[config.mk]
export PLATFORM = sky130hd
export DESIGN_NAME = jsc_scan_chains
export DESIGN_NICKNAME = d
export VERILOG_FILES = /design/src/include/jsc_pkg.sv /design/src/include/jsc_stream_if.sv /design/src/design/jsc_sync.sv /design/src/design/jsc_fifo.sv /design/src/design/jsc_scan_chains.sv
export VERILOG_INCLUDE_DIRS = /design/src /design/src/include
export SDC_FILE = /design/constraint.sdc
export NUM_CORES = 1
export LEC_CHECK = 0
export BUFFER_PORTS_ARGS = -buffer_cell sky130_fd_sc_hd__buf_2
export CORE_ASPECT_RATIO = 1.25
export CORE_UTILIZATION = 60
export CTS_BUF_LIST = sky130_fd_sc_hd__clkbuf_4 sky130_fd_sc_hd__clkbuf_8 sky130_fd_sc_hd__clkbuf_16
export DETAILED_ROUTE_END_ITERATION = 6
export PLACE_DENSITY = 0.78
export SYNTH_ARGS = -nofsm -noshare
export SYNTH_HDL_FRONTEND = slang
export SYNTH_SLANG_ARGS = --single-unit
[constraint.sdc]
create_clock -name clk_sys -period 12.9 [get_ports clk_sys]
set_clock_uncertainty 0.2 [all_clocks]
set_input_delay 1.29 -clock clk_sys [delete_from_list [all_inputs] [get_ports clk_sys]]
set_output_delay 1.29 -clock clk_sys [all_outputs]
set_load 0.02 [all_outputs]
[src/include/jsc_cfg.svh]
// constants for the scan data chains
`ifndef JSC_CFG_SVH
`define JSC_CFG_SVH

// instruction codes
`define JSC_IR_LEN         4
`define JSC_IR_EXTEST      4'h0
`define JSC_IR_INTEST      4'h1
`define JSC_IR_SAMPLE      4'h2
`define JSC_IR_ABORT       4'h8
`define JSC_IR_DP_ACCESS   4'hA
`define JSC_IR_AP_ACCESS   4'hB
`define JSC_IR_IDENT       4'hE
`define JSC_IR_BYPASS      4'hF
`define JSC_IR_CAPTURE     4'h1

// chain lengths and captured constants
`define JSC_ID_LEN         32
`define JSC_DBG_LEN        35
`define JSC_KIND_LEN       2
`define JSC_BYPASS_CAPTURE 1'b0
`define JSC_ABORT_CAPTURE  35'h0_0000_0000

// identification value: arbitrary, lsb must stay 1
`define JSC_ID_VALUE       32'h0000_1001

// sizes
`define JSC_NPAD           8
`define JSC_FIFO_DEPTH     4

// boundary cell order within one pin
`define JSC_CELL_IN        0
`define JSC_CELL_OUT       1
`define JSC_CELL_OE        2
`define JSC_CELLS_PER_PIN  3

`endif

[src/include/jsc_pkg.sv]
// types shared by the scan data chain modules
package jsc_pkg;

  // test access port states, standard binary codes
  typedef enum logic [3:0] {
    JSC_TLR      = 4'hF,
    JSC_RTI      = 4'hC,
    JSC_SEL_DR   = 4'h7,
    JSC_CAP_DR   = 4'h6,
    JSC_SHIFT_DR = 4'h2,
    JSC_EX1_DR   = 4'h1,
    JSC_PAUSE_DR = 4'h3,
    JSC_EX2_DR   = 4'h0,
    JSC_UPD_DR   = 4'h5,
    JSC_SEL_IR   = 4'h4,
    JSC_CAP_IR   = 4'hE,
    JSC_SHIFT_IR = 4'hA,
    JSC_EX1_IR   = 4'h9,
    JSC_PAUSE_IR = 4'hB,
    JSC_EX2_IR   = 4'h8,
    JSC_UPD_IR   = 4'hD
  } jsc_tap_type;

  // data chain placed between serial in and out
  typedef enum logic [1:0] {
    JSC_CH_BOUNDARY = 2'h0,
    JSC_CH_IDENT    = 2'h1,
    JSC_CH_BYPASS   = 2'h2,
    JSC_CH_DEBUG    = 2'h3
  } jsc_chain_type;

endpackage

[src/include/jsc_stream_if.sv]
// valid/ready word stream between the chain logic and its queue
`timescale 1ns/1ns
`default_nettype none
interface jsc_stream_if #(
  parameter int WIDTH = 37
);
  logic             valid;
  logic             ready;
  logic [WIDTH-1:0] data;

  modport src (output valid, output data, input ready);
  modport snk (input valid, input data, output ready);
endinterface
`default_nettype wire

[src/design/jsc_sync.sv]
// two-flop synchroniser for a group of pin levels
`timescale 1ns/1ns
`default_nettype none
module jsc_sync #(
  parameter int WIDTH = 1
) (
  // clock and reset
  input  wire logic             clk_sys,
  input  wire logic             sys_rst,
  input  wire logic             clk_en,
  // levels
  input  wire logic [WIDTH-1:0] async_in,
  output logic      [WIDTH-1:0] sync_out
);
  typedef struct packed {
    logic [WIDTH-1:0] stage1;
    logic [WIDTH-1:0] stage2;
  } jsc_sync_state_type;

  jsc_sync_state_type st;
  jsc_sync_state_type next_st;

  always_comb begin
    next_st = st;
    if (clk_en) begin
      next_st.stage1 = async_in;
      next_st.stage2 = st.stage1;
    end
  end

  always_ff @(posedge clk_sys or posedge sys_rst) begin
    if (sys_rst) begin
      st <= '0;
    end else begin
      st <= next_st;
    end
  end

  assign sync_out = st.stage2;
endmodule
`default_nettype wire

[src/design/jsc_fifo.sv]
// small request queue with valid/ready on both sides
`timescale 1ns/1ns
`default_nettype none
`include "jsc_cfg.svh"
module jsc_fifo #(
  parameter int WIDTH = 37,
  parameter int DEPTH = `JSC_FIFO_DEPTH
) (
  // clock and reset
  input  wire logic   clk_sys,
  input  wire logic   sys_rst,
  input  wire logic   clk_en,
  // streams
  jsc_stream_if.snk   fill,
  jsc_stream_if.src   drain
);
  localparam int PW = (DEPTH > 1) ? $clog2(DEPTH) : 1;
  localparam int CW = $clog2(DEPTH + 1);

  typedef struct packed {
    logic [DEPTH-1:0][WIDTH-1:0] mem;
    logic [PW-1:0]               wptr;
    logic [PW-1:0]               rptr;
    logic [CW-1:0]               count;
  } jsc_fifo_state_type;

  jsc_fifo_state_type st;
  jsc_fifo_state_type next_st;
  logic               push;
  logic               pop;

  assign fill.ready  = clk_en && (st.count != CW'(DEPTH));
  assign drain.valid = clk_en && (st.count != '0);
  assign drain.data  = st.mem[st.rptr];
  assign push        = fill.valid && fill.ready;
  assign pop         = drain.valid && drain.ready;

  always_comb begin
    next_st = st;
    if (push) begin
      next_st.mem[st.wptr] = fill.data;
      next_st.wptr = (st.wptr == PW'(DEPTH - 1)) ? '0 : st.wptr + 1'b1;
    end
    if (pop) begin
      next_st.rptr = (st.rptr == PW'(DEPTH - 1)) ? '0 : st.rptr + 1'b1;
    end
    if (push && !pop) begin
      next_st.count = st.count + 1'b1;
    end else if (pop && !push) begin
      next_st.count = st.count - 1'b1;
    end
  end

  always_ff @(posedge clk_sys or posedge sys_rst) begin
    if (sys_rst) begin
      st <= '0;
    end else begin
      st <= next_st;
    end
  end
endmodule
`default_nettype wire

[src/design/jsc_scan_chains.sv]
// instruction-selected data chains of the test access port
// Contract
// - sample/preload routes boundary chain, captures pads
// - shift-dr shifts samples out, preload in
// - update-dr loads boundary holding registers
// - boundary capture on rising test clock
// - external/internal test drive held values
// - abort chain pushes clear/abort requests
// - debug-port chain requests, returns read data
// - access-port chain requests to internal buses
// - three debug chains are 35 bits
// - identification instruction after any reset
// - identification chain 32 bits, lsb one
// - identification captures fixed identity value
// - bypass is a single shift stage
// - bypass stage captures zero
// - pins give input, output, enable cells
// - reset pin has input cell only
// - exactly six selectable data chains
// - four-bit instruction codes as listed
// - unassigned codes act as bypass
`timescale 1ns/1ns
`default_nettype none
`include "jsc_cfg.svh"
module jsc_scan_chains #(
  parameter int          NPAD     = `JSC_NPAD,
  parameter int          DEPTH    = `JSC_FIFO_DEPTH,
  parameter logic [31:0] ID_VALUE = `JSC_ID_VALUE
) (
  // clock, reset, enable
  input  wire logic                   clk_sys,
  input  wire logic                   sys_rst,
  input  wire logic                   clk_en,
  // test port pins
  input  wire logic                   tck,
  input  wire logic                   tms,
  input  wire logic                   tdi,
  input  wire logic                   trst_n,
  output logic                        tdo,
  output logic                        tdo_oe,
  // pad ring
  input  wire logic [NPAD-1:0]        pad_in,
  input  wire logic                   rst_pin_n,
  output logic      [NPAD-1:0]        pad_out,
  output logic      [NPAD-1:0]        pad_oe,
  // core side
  input  wire logic [NPAD-1:0]        core_out,
  input  wire logic [NPAD-1:0]        core_oe,
  output logic      [NPAD-1:0]        core_in,
  // debug access port requests
  output logic                        dap_req_valid,
  input  wire logic                   dap_req_ready,
  output logic      [`JSC_KIND_LEN-1:0] dap_req_kind,
  output logic      [`JSC_DBG_LEN-1:0]  dap_req_data,
  // debug access port responses
  input  wire logic                   dap_rsp_valid,
  input  wire logic [`JSC_DBG_LEN-1:0]  dap_rsp_data
);
  localparam int BSR_LEN = `JSC_CELLS_PER_PIN * NPAD + 1;
  localparam int SHW     = (BSR_LEN > `JSC_DBG_LEN) ? BSR_LEN : `JSC_DBG_LEN;
  localparam int REQW    = `JSC_KIND_LEN + `JSC_DBG_LEN;
  localparam int IRW     = `JSC_IR_LEN;

  typedef struct packed {
    jsc_pkg::jsc_tap_type   tap;
    logic [IRW-1:0]         ir;
    logic [IRW-1:0]         ir_shift;
    logic [SHW-1:0]         shreg;
    logic [BSR_LEN-1:0]     hold;
    logic                   tck_prev;
    logic                   tdo;
    logic                   tdo_oe;
    logic                   pend;
    logic [REQW-1:0]        req;
    logic [`JSC_DBG_LEN-1:0] rsp;
    logic [NPAD-1:0]        pad_out;
    logic [NPAD-1:0]        pad_oe;
    logic [NPAD-1:0]        core_in;
  } jsc_top_state_type;

  jsc_top_state_type          st;
  jsc_top_state_type          next_st;
  logic [3:0]                 tap_pins;
  logic                       tck_s;
  logic                       tms_s;
  logic                       tdi_s;
  logic                       trst_s_n;
  logic [NPAD:0]              pads_s;
  logic                       rise;
  logic                       fall;
  logic                       stall;
  jsc_pkg::jsc_chain_type     sel;
  jsc_stream_if #(.WIDTH(REQW)) req_in ();
  jsc_stream_if #(.WIDTH(REQW)) req_out ();

  // pins cross into the system clock
  jsc_sync #(.WIDTH(4)) u_sync_tap (
    .clk_sys  (clk_sys),
    .sys_rst  (sys_rst),
    .clk_en   (clk_en),
    .async_in ({trst_n, tdi, tms, tck}),
    .sync_out (tap_pins)
  );

  jsc_sync #(.WIDTH(NPAD + 1)) u_sync_pad (
    .clk_sys  (clk_sys),
    .sys_rst  (sys_rst),
    .clk_en   (clk_en),
    .async_in ({rst_pin_n, pad_in}),
    .sync_out (pads_s)
  );

  jsc_fifo #(.WIDTH(REQW), .DEPTH(DEPTH)) u_req_fifo (
    .clk_sys (clk_sys),
    .sys_rst (sys_rst),
    .clk_en  (clk_en),
    .fill    (req_in),
    .drain   (req_out)
  );

  assign tck_s    = tap_pins[0];
  assign tms_s    = tap_pins[1];
  assign tdi_s    = tap_pins[2];
  assign trst_s_n = tap_pins[3];

  // chain selection from the current instruction
  function automatic jsc_pkg::jsc_chain_type chain_of(input logic [IRW-1:0] code);
    case (code)
      `JSC_IR_EXTEST, `JSC_IR_INTEST, `JSC_IR_SAMPLE: chain_of = jsc_pkg::JSC_CH_BOUNDARY;
      `JSC_IR_ABORT, `JSC_IR_DP_ACCESS, `JSC_IR_AP_ACCESS: chain_of = jsc_pkg::JSC_CH_DEBUG;
      `JSC_IR_IDENT: chain_of = jsc_pkg::JSC_CH_IDENT;
      default: chain_of = jsc_pkg::JSC_CH_BYPASS;
    endcase
  endfunction

  // serial length of a chain
  function automatic int chain_len(input jsc_pkg::jsc_chain_type ch);
    case (ch)
      jsc_pkg::JSC_CH_BOUNDARY: chain_len = BSR_LEN;
      jsc_pkg::JSC_CH_IDENT:    chain_len = `JSC_ID_LEN;
      jsc_pkg::JSC_CH_DEBUG:    chain_len = `JSC_DBG_LEN;
      default:                  chain_len = 1;
    endcase
  endfunction

  // one kind of cell from every pin of the boundary vector
  function automatic logic [NPAD-1:0] cells(input logic [BSR_LEN-1:0] v, input int kind);
    logic [NPAD-1:0] r;
    r = '0;
    for (int p = 0; p < NPAD; p++) begin
      r[p] = v[`JSC_CELLS_PER_PIN * p + kind];
    end
    return r;
  endfunction

  // boundary image: per pin in, out, enable; reset pin input last
  function automatic logic [BSR_LEN-1:0] pack_bsr(input logic [NPAD-1:0] pin_in,
                                                  input logic [NPAD-1:0] pin_out,
                                                  input logic [NPAD-1:0] pin_oe,
                                                  input logic            rst_in);
    logic [BSR_LEN-1:0] v;
    v = '0;
    for (int p = 0; p < NPAD; p++) begin
      v[`JSC_CELLS_PER_PIN * p + `JSC_CELL_IN]  = pin_in[p];
      v[`JSC_CELLS_PER_PIN * p + `JSC_CELL_OUT] = pin_out[p];
      v[`JSC_CELLS_PER_PIN * p + `JSC_CELL_OE]  = pin_oe[p];
    end
    v[BSR_LEN-1] = rst_in;
    return v;
  endfunction

  // standard controller transitions
  function automatic jsc_pkg::jsc_tap_type tap_next(input jsc_pkg::jsc_tap_type s, input logic m);
    case (s)
      jsc_pkg::JSC_TLR:      tap_next = m ? jsc_pkg::JSC_TLR    : jsc_pkg::JSC_RTI;
      jsc_pkg::JSC_RTI:      tap_next = m ? jsc_pkg::JSC_SEL_DR : jsc_pkg::JSC_RTI;
      jsc_pkg::JSC_SEL_DR:   tap_next = m ? jsc_pkg::JSC_SEL_IR : jsc_pkg::JSC_CAP_DR;
      jsc_pkg::JSC_CAP_DR:   tap_next = m ? jsc_pkg::JSC_EX1_DR : jsc_pkg::JSC_SHIFT_DR;
      jsc_pkg::JSC_SHIFT_DR: tap_next = m ? jsc_pkg::JSC_EX1_DR : jsc_pkg::JSC_SHIFT_DR;
      jsc_pkg::JSC_EX1_DR:   tap_next = m ? jsc_pkg::JSC_UPD_DR : jsc_pkg::JSC_PAUSE_DR;
      jsc_pkg::JSC_PAUSE_DR: tap_next = m ? jsc_pkg::JSC_EX2_DR : jsc_pkg::JSC_PAUSE_DR;
      jsc_pkg::JSC_EX2_DR:   tap_next = m ? jsc_pkg::JSC_UPD_DR : jsc_pkg::JSC_SHIFT_DR;
      jsc_pkg::JSC_UPD_DR:   tap_next = m ? jsc_pkg::JSC_SEL_DR : jsc_pkg::JSC_RTI;
      jsc_pkg::JSC_SEL_IR:   tap_next = m ? jsc_pkg::JSC_TLR    : jsc_pkg::JSC_CAP_IR;
      jsc_pkg::JSC_CAP_IR:   tap_next = m ? jsc_pkg::JSC_EX1_IR : jsc_pkg::JSC_SHIFT_IR;
      jsc_pkg::JSC_SHIFT_IR: tap_next = m ? jsc_pkg::JSC_EX1_IR : jsc_pkg::JSC_SHIFT_IR;
      jsc_pkg::JSC_EX1_IR:   tap_next = m ? jsc_pkg::JSC_UPD_IR : jsc_pkg::JSC_PAUSE_IR;
      jsc_pkg::JSC_PAUSE_IR: tap_next = m ? jsc_pkg::JSC_EX2_IR : jsc_pkg::JSC_PAUSE_IR;
      jsc_pkg::JSC_EX2_IR:   tap_next = m ? jsc_pkg::JSC_UPD_IR : jsc_pkg::JSC_SHIFT_IR;
      jsc_pkg::JSC_UPD_IR:   tap_next = m ? jsc_pkg::JSC_SEL_DR : jsc_pkg::JSC_RTI;
      default:               tap_next = jsc_pkg::JSC_TLR;
    endcase
  endfunction

  assign sel   = chain_of(st.ir);
  assign rise  = tck_s & ~st.tck_prev;
  assign fall  = ~tck_s & st.tck_prev;
  // a full queue holds back test clock edges until a slot frees
  assign stall = st.pend & ~req_in.ready;

  assign req_in.valid  = st.pend;
  assign req_in.data   = st.req;
  assign req_out.ready = dap_req_ready;

  always_comb begin
    next_st = st;
    if (clk_en) begin
      if (dap_rsp_valid) begin
        next_st.rsp = dap_rsp_data;
      end
      if (st.pend && req_in.ready) begin
        next_st.pend = 1'b0;
      end
      if (!stall) begin
        next_st.tck_prev = tck_s;
      end
      // pad and core paths
      if (st.ir == `JSC_IR_EXTEST) begin
        next_st.pad_out = cells(st.hold, `JSC_CELL_OUT);
        next_st.pad_oe  = cells(st.hold, `JSC_CELL_OE);
      end else begin
        next_st.pad_out = core_out;
        next_st.pad_oe  = core_oe;
      end
      if (st.ir == `JSC_IR_INTEST) begin
        next_st.core_in = cells(st.hold, `JSC_CELL_IN);
      end else begin
        next_st.core_in = pads_s[NPAD-1:0];
      end
      if (rise && !stall) begin
        next_st.tap = tap_next(st.tap, tms_s);
        case (st.tap)
          jsc_pkg::JSC_CAP_DR: begin
            case (sel)
              jsc_pkg::JSC_CH_BOUNDARY: begin
                next_st.shreg[BSR_LEN-1:0] = pack_bsr(pads_s[NPAD-1:0], st.pad_out, st.pad_oe,
                                                      pads_s[NPAD]);
              end
              jsc_pkg::JSC_CH_IDENT: begin
                next_st.shreg[`JSC_ID_LEN-1:0] = ID_VALUE;
              end
              jsc_pkg::JSC_CH_DEBUG: begin
                next_st.shreg[`JSC_DBG_LEN-1:0] =
                  (st.ir == `JSC_IR_ABORT) ? `JSC_ABORT_CAPTURE : st.rsp;
              end
              default: begin
                next_st.shreg[0] = `JSC_BYPASS_CAPTURE;
              end
            endcase
          end
          jsc_pkg::JSC_SHIFT_DR: begin
            next_st.shreg = st.shreg >> 1;
            next_st.shreg[chain_len(sel) - 1] = tdi_s;
          end
          jsc_pkg::JSC_UPD_DR: begin
            if (sel == jsc_pkg::JSC_CH_BOUNDARY) begin
              next_st.hold = st.shreg[BSR_LEN-1:0];
            end
            if (sel == jsc_pkg::JSC_CH_DEBUG) begin
              next_st.pend = 1'b1;
              next_st.req  = {st.ir[`JSC_KIND_LEN-1:0], st.shreg[`JSC_DBG_LEN-1:0]};
            end
          end
          jsc_pkg::JSC_CAP_IR: begin
            next_st.ir_shift = `JSC_IR_CAPTURE;
          end
          jsc_pkg::JSC_SHIFT_IR: begin
            next_st.ir_shift = {tdi_s, st.ir_shift[IRW-1:1]};
          end
          jsc_pkg::JSC_UPD_IR: begin
            next_st.ir = st.ir_shift;
          end
          default: begin
          end
        endcase
      end
      if (fall && !stall) begin
        if (st.tap == jsc_pkg::JSC_SHIFT_DR) begin
          next_st.tdo    = st.shreg[0];
          next_st.tdo_oe = 1'b1;
        end else if (st.tap == jsc_pkg::JSC_SHIFT_IR) begin
          next_st.tdo    = st.ir_shift[0];
          next_st.tdo_oe = 1'b1;
        end else begin
          next_st.tdo_oe = 1'b0;
        end
      end
      if (!trst_s_n) begin
        next_st.tap = jsc_pkg::JSC_TLR;
      end
      if (st.tap == jsc_pkg::JSC_TLR) begin
        next_st.ir = `JSC_IR_IDENT;
      end
    end
  end

  always_ff @(posedge clk_sys or posedge sys_rst) begin
    if (sys_rst) begin
      st     <= '0;
      st.tap <= jsc_pkg::JSC_TLR;
      st.ir  <= `JSC_IR_IDENT;
    end else begin
      st <= next_st;
    end
  end

  assign tdo           = st.tdo;
  assign tdo_oe        = st.tdo_oe;
  assign pad_out       = st.pad_out;
  assign pad_oe        = st.pad_oe;
  assign core_in       = st.core_in;
  assign dap_req_valid = req_out.valid;
  assign dap_req_kind  = req_out.data[REQW-1:`JSC_DBG_LEN];
  assign dap_req_data  = req_out.data[`JSC_DBG_LEN-1:0];
endmodule
`default_nettype wire

==> results.py, run 1 <==
metrics = {
    "outcome": {
        "status": "finished, final reports clean",
    },
    "worst_hold_path": {
        "hold_path_class": "flip-flop to flip-flop",
    },
    "pwr": {
        "leakagePower_uw": 0.00851,
        "peakVddDrop_v": 0.000128,
        "p_per_area_nw_per_um2": 144,
    },
    "synthesis": {
        "synth_edf_count": 0,
        "syn_nets": 1173,
        "synth_seq_cells": 352,
        "yosys_warnings": 0,
        "syn_area_um2": 15700,
        "ys.flop_type": "dfrtp_1",
        "syn_inst": 1097,
        "synthArstFlopShare_pct": 100,
        "postSynthAreaPerCell_um2": 14.3,
        "yosysUniqueCellTypes": 65,
        "synth_sequential_area_ratio_pct": 56.1,
    },
    "drt": {
        "ant_nets": 0,
        "wl_per_cell_um": 20.5,
        "drc": 0,
        "first_pass_iters": 5,
        "wl_mm": 31.6,
        "num_vias": 9250,
        "drtIter0Drc": 698,
        "drt-vias-per-instance": 5.99,
    },
    "floorplan": {
        "io_pins": 133,
        "die_x_um": 147,
        "rows": 65,
        "fp.dieH_um": 183,
        "die_area_um2": 26800,
        "coreArea_um2": 25500,
        "start_util_pct": 61.7,
    },
    "global_routing": {
        "grt_pass1_vias": 9690,
        "grt_pass1_wl_mm": 52.3,
        "overflow": 0,
        "grt_antenna_before_repair": 0,
        "grt_start_max_net_pins": 183,
        "grt_usage_pct": 24.8,
    },
    "clock_network": {
        "cts.sinks": 352,
        "cts_tree": "built",
        "h-tree-depth": 2,
        "root_buffer": "clkbuf_16",
        "postCtsHoldBufs": 0,
        "cts.reportedPaths.clkPinSlew_ps": 60,
        "clk_latency_ps": 510,
        "post_cts_resized": 0,
        "cts_made_buffers": 35,
        "cts_setup_buffers": 0,
        "clockBufferDepth": 3,
    },
    "setup_path": {
        "crit_fanout": 86,
        "arrival_ps": 2480,
        "start_kind": "input port",
        "crit_path_end_kind": "primary output",
        "cp.required_ps": 11410,
        "worstSetupPathType": "input port to primary output",
    },
    "sta": {
        "fmax_mhz": 252,
        "fin_crit_ps": 3970,
        "setup_viol": 0,
        "rsz0062_at_grt": "no",
        "relSlewSlack_pct": 27.5,
        "worst_pin_slew_ps": 1090,
        "hold_violations": 0,
        "holdWs_ps": 283,
        "final_max_slew_viol_count": 0,
        "fin_crit_sh_pct": 30.8,
        "final.setup.tns_ps": 0,
    },
    "placement": {
        "placed_area_um2": 16200,
        "place_inst": 1482,
        "post-dp-hpwl_mm": 20.1,
        "place_congestion": 0.779,
        "place.port_buffers": 132,
    },
    "cells_and_area": {
        "final_area_um2": 17400,
        "fin_cells": 1543,
        "antennaDiodeCount": 0,
        "drive_above_1_share_pct": 41.1,
        "fin_nets": 1260,
        "syn2layout_area_growth_pct": 10.6,
    },
    "job": {
        "maxCapViolCount": 0,
    },
}
==> cell type report <==
class	count	area (µm²)
Clock inverter	7	66.3
Timing Repair Buffer	143	756
Fill cell	1801	8070
Tap cell	335	419
Clock buffer	54	1070
Multi-Input combinational cell	642	6200
Sequential cell	352	8820
Inverter	10	45.0
==> layer usage <==
layer	vias to the layer above	track usage, %	share of wire, %
met4	0	8.00	2.5
li1	4163	-	-
met5	-	0	0
met2	215	41.2	50
met3	47	3.31	3.8
met1	4825	34.2	44
==> cell usage in the layout (no fill, tap or decap), types with 5 or more instances in the layout <==
master     count
o31ai_1       23
dfrtp_1      344
ha_1           6
nand3_1       11
o22a_1         6
mux2_1        57
clkbuf_4      10
a21oi_1       29
nor2_1        53
o21ai_0       35
nand2b_1       5
mux2_2       229
buf_2        132
dfstp_2        7
clkbuf_16     35
mux2i_1       26
nand2_1       37
a221oi_1      23
clkbuf_8       9
inv_1          9
mux4_2        37
buf_4         10
==> sequential cells by signal, summed over array words and instances, names as in the netlist <==
signal,count
u_req_fifo.st,155
st,107
req_in.data,37
u_sync_pad.st,9
u_sync_pad.sync_out,9
core_in,8
pad_oe,8
pad_out,8
u_sync_tap.st,4
u_sync_tap.sync_out,4
req_in.valid,1
tdo,1
tdo_oe,1
==> metrics by stage <==
step,util (%),worst slack [ps],total power (µW)
6_report,68.3,8930,2510
5_1_grt,68.3,8810,2600
4_1_cts,68.3,8870,2530
3_5_place_dp,63.8,8440,1530
3_3_place_gp,63.8,8560,1520
2_1_floorplan,-,1660,1450
==> power by group <==
part | internal (µW) | leakage, µW | total [µW] | switching, µW
logic | 129 | 0.00327 | 295 | 166
clock network | 594 | 0.000576 | 1000 | 406
registers | 1150 | 0.00466 | 1210 | 54.3
total | 1880 | 0.00851 | 2510 | 626
==> worst max-delay path, cell delays in order <==
cell    delay [ps]
buf_2           70
buf_4          670
o31a_1         270
buf_2          170
==> worst paths after layout <==
check | cells after the start | endpoint | from | slack [ps]
max reg2reg | 4 | req_in.data[30] | st[170] | 9960
min | 2 | u_sync_pad.sync_out[0] | u_sync_pad.st[9] | 280
max in group asynchronous | 3 | u_req_fifo.st[4] | sys_rst | 10350
min in group asynchronous | 2 | pad_oe[1] | sys_rst | 690
min reg2reg | 2 | u_sync_pad.sync_out[0] | u_sync_pad.st[9] | 280
max | 4 | dap_req_valid | clk_en | 8930
==> logic make-up after synthesis <==
logic type | after synthesis | share of synthesized area (%)
multiplexers | 349 | 27.5
buffers and inverters | 103 | 4.41
AO/OA/AOI/OAI | 139 | 5.97
AND/OR/NAND/NOR | 143 | 5.23
flip-flops | 352 | 56.1
adder cells (fa/ha/maj) | 7 | 0.605
XOR/XNOR | 4 | 0.223
==> cell usage after synthesis (2+ instances only) <==
master	count	area share, %
nand2b_1	5	0.20
nor2_4	2	0.14
ha_1	6	0.48
buf_1	6	0.14
buf_2	17	0.54
mux2_1	57	4.1
mux2i_1	26	1.7
nand2_1	37	0.88
dfrtp_1	345	55
or4b_1	3	0.19
o22a_1	6	0.33
nand3_1	11	0.35
mux4_2	37	5.3
and3_1	3	0.12
a21o_1	2	0.096
o22ai_1	2	0.080
nor2_1	53	1.3
nand4b_1	2	0.11
dfstp_2	7	1.2
a211oi_1	2	0.096
o31ai_2	2	0.16
inv_1	10	0.24
xor2_1	3	0.17
a21boi_0	3	0.14
nand4_2	2	0.16
o31ai_1	23	1.1
o21ai_0	35	1.1
buf_4	27	1.3
nor2b_1	4	0.16
nand3b_1	2	0.096
a221oi_1	23	1.3
a21oi_1	29	0.92
nand2_8	4	0.51
clkbuf_1	19	0.45
buf_6	23	1.6
a31oi_1	2	0.080
mux2_2	229	16
Power figures use the tool's default switching activity.
==> inputs of run 2 (changes only) <==
ABC_AREA = 1   (was not set)
clock period = 4.1 ns   (was 12.9 ns; I/O delays follow)
==> results.py, run 2 <==
metrics = {
    "synthesis": {
        "synth_area_leaders": "dfrtp_1, nand2_1, o21ai_0, nor2_1, mux2_2",
        "yosysUniqueCellTypes": 36,
        "syn_inst": 1824,
        "synth_top_cell_area_share_pct": 55.3,
        "synthArstFlopShare_pct": 100,
        "ys.flop_type": "dfrtp_1",
        "synth_common_cells": "nand2_1, dfrtp_1, o21ai_0",
        "yosys_warnings": 0,
        "yosysMostFrequentCell": "nand2_1",
        "syn_area_um2": 15600,
        "postSynthAreaPerCell_um2": 8.56,
        "synth_seq_cells": 352,
        "syn_nets": 1900,
        "synth_sequential_area_ratio_pct": 56.5,
        "synth_edf_count": 0,
        "yosysTopAreaCell": "dfrtp_1",
    },
    "clock_network": {
        "cts.sinks": 352,
        "root_buffer": "clkbuf_16",
        "cts_made_buffers": 35,
        "cts_setup_buffers": 0,
        "post_cts_resized": 0,
        "cts_tree": "built",
        "postCtsHoldBufs": 61,
        "h-tree-depth": 2,
        "clockBufferDepth": 3,
        "clk_latency_ps": 510,
        "cts.reportedPaths.clkPinSlew_ps": 60,
    },
    "global_routing": {
        "grt_start_max_net_pins": 135,
        "grt_pass1_wl_mm": 64.6,
        "grt_usage_pct": 29.9,
        "overflow": 0,
        "grt_pass1_vias": 13000,
        "grt_antenna_before_repair": 0,
    },
    "job": {
        "maxCapViolCount": 0,
    },
    "cells_and_area": {
        "largest_reg_flops": 155,
        "drive_above_1_share_pct": 14.2,
        "fin_nets": 2016,
        "largest-register": "u_req_fifo.st",
        "layout_commonest_cell": "nand2_1",
        "final_area_um2": 17900,
        "antennaDiodeCount": 0,
        "layout_common_cells": "nand2_1, dfrtp_1, o21ai_0",
        "syn2layout_area_growth_pct": 14.9,
    },
    "setup_path": {
        "start_kind": "flip-flop",
        "crit_path_end_kind": "primary output",
        "crit_chain": "clkinv_1, buf_4, o21ai_0, o22ai_1, buf_2",
        "slowest_stage": "buf_4",
        "crit_fanout": 64,
        "arrival_ps": 2390,
        "cpPeakStageDelay_ps": 570,
        "worstSetupPathType": "flip-flop to primary output",
        "cp.required_ps": 3490,
    },
    "floorplan": {
        "fp.dieH_um": 182,
        "rows": 65,
        "start_util_pct": 61.5,
        "die_area_um2": 26700,
        "io_pins": 133,
        "coreArea_um2": 25400,
        "die_x_um": 146,
    },
    "drt": {
        "wl_per_cell_um": 16.7,
        "drtIter0Drc": 1148,
        "drt-vias-per-instance": 5.73,
        "ant_nets": 0,
        "first_pass_iters": 5,
        "wl_mm": 38.5,
        "drc": 0,
        "num_vias": 13200,
    },
    "sta": {
        "worst_slack_ps": 1100,
        "rsz0062_at_grt": "no",
        "final_max_slew_viol_count": 0,
        "holdWs_ps": 5.12,
        "setup_viol": 0,
        "relSlewSlack_pct": 27.3,
        "final.setup.tns_ps": 0,
        "fin_crit_ps": 3000,
        "worst_pin_slew_ps": 1090,
        "fmax_mhz": 333,
        "fin_crit_sh_pct": 73.2,
        "hold_violations": 0,
    },
    "pwr": {
        "p_per_area_nw_per_um2": 512,
        "fin_total_pwr_uw": 9190,
        "leakagePower_uw": 0.00878,
        "peakVddDrop_v": 0.000385,
    },
    "placement": {
        "post-dp-hpwl_mm": 23.2,
        "placed_area_um2": 16200,
        "dp_slack_ps": 1200,
        "place_congestion": 0.873,
        "place.port_buffers": 132,
    },
    "worst_hold_path": {
        "hold_path_class": "input port to flip-flop",
    },
    "outcome": {
        "status": "finished, final reports clean",
    },
}
run 2: cell types whose count changed in the layout (fill, tap and decap cells not counted), sizes merged, moves of 37 or more:
cell | before | now
nand2 | 41 | 548
o21ai | 35 | 310
mux2 | 286 | 32
nor2 | 55 | 169
inv | 11 | 85
dlygate4sd3 | 0 | 61
nand3 | 11 | 65
o22ai | 2 | 43
mux4 | 37 | 0
run 2: report_power, final:
group	switching, µW	internal (µW)
clock	1290	1810
sequential	135	3640
combinational	1560	760
run 2: final cells by class:
type / instances / area (µm²)
clock buffer: 53 / 1070
clock inverter: 7 / 38.8
fill: 1942 / 7430
inverter: 87 / 332
multi-input combinational: 1252 / 5820
sequential: 352 / 8820
tap: 335 / 419
timing repair buffer: 212 / 1440
run 2: cells by family (layout without fill, tap and decap cells):
family | after synthesis | count (layout) | synth area share, %
buffers and inverters | 220 | 359 | 6.34
DFF | 352 | 352 | 56.5
and+or+nand+nor | 790 | 790 | 20.0
muxes | 32 | 32 | 2.31
xor gates and xnor gates | 2 | 2 | 0.112
AOI/OAI and AO/OA | 421 | 421 | 14.2
adders and majority gates | 7 | 7 | 0.609
run 2: worst max-delay path, delay by kind of cell, from the launching register on:
kind | cells | cell delay (ps)
flip-flops | 1 | 400
AO/OA/AOI/OAI | 2 | 450
buffers and inverters | 3 | 990
run 2: final timing paths:
check                                     to             start  slack, ps  depth (start not counted)
setup / recovery             dap_req_kind[0]  u_req_fifo.st[3]       1100                          5
hold / removal                     pad_oe[7]        core_oe[7]          5                          3
setup reg to reg             req_in.data[28]           st[167]       1120                          7
hold reg to reg               req_in.data[5]    req_in.data[5]        270                          2
max in group asynchronous   u_req_fifo.st[3]           sys_rst       2440                          4
min in group asynchronous  u_req_fifo.st[72]           sys_rst        210                          3
run 2: per-layer routing:
layer	vias to the layer above	global-route usage (%)	wire [µm]
li1	6170	-	-
met2	490	49.8	18700
met5	-	0	0
met1	6417	40.5	16300
met4	0	10.5	1070
met3	85	4.23	2360
run 2: through the flow:
step,cells,utilization [%]
CTS,2298,70.7
global placement,2177,63.9
floorplan,1824,-
finish,2298,70.7
detailed placement,2177,63.9
global route,2298,70.7
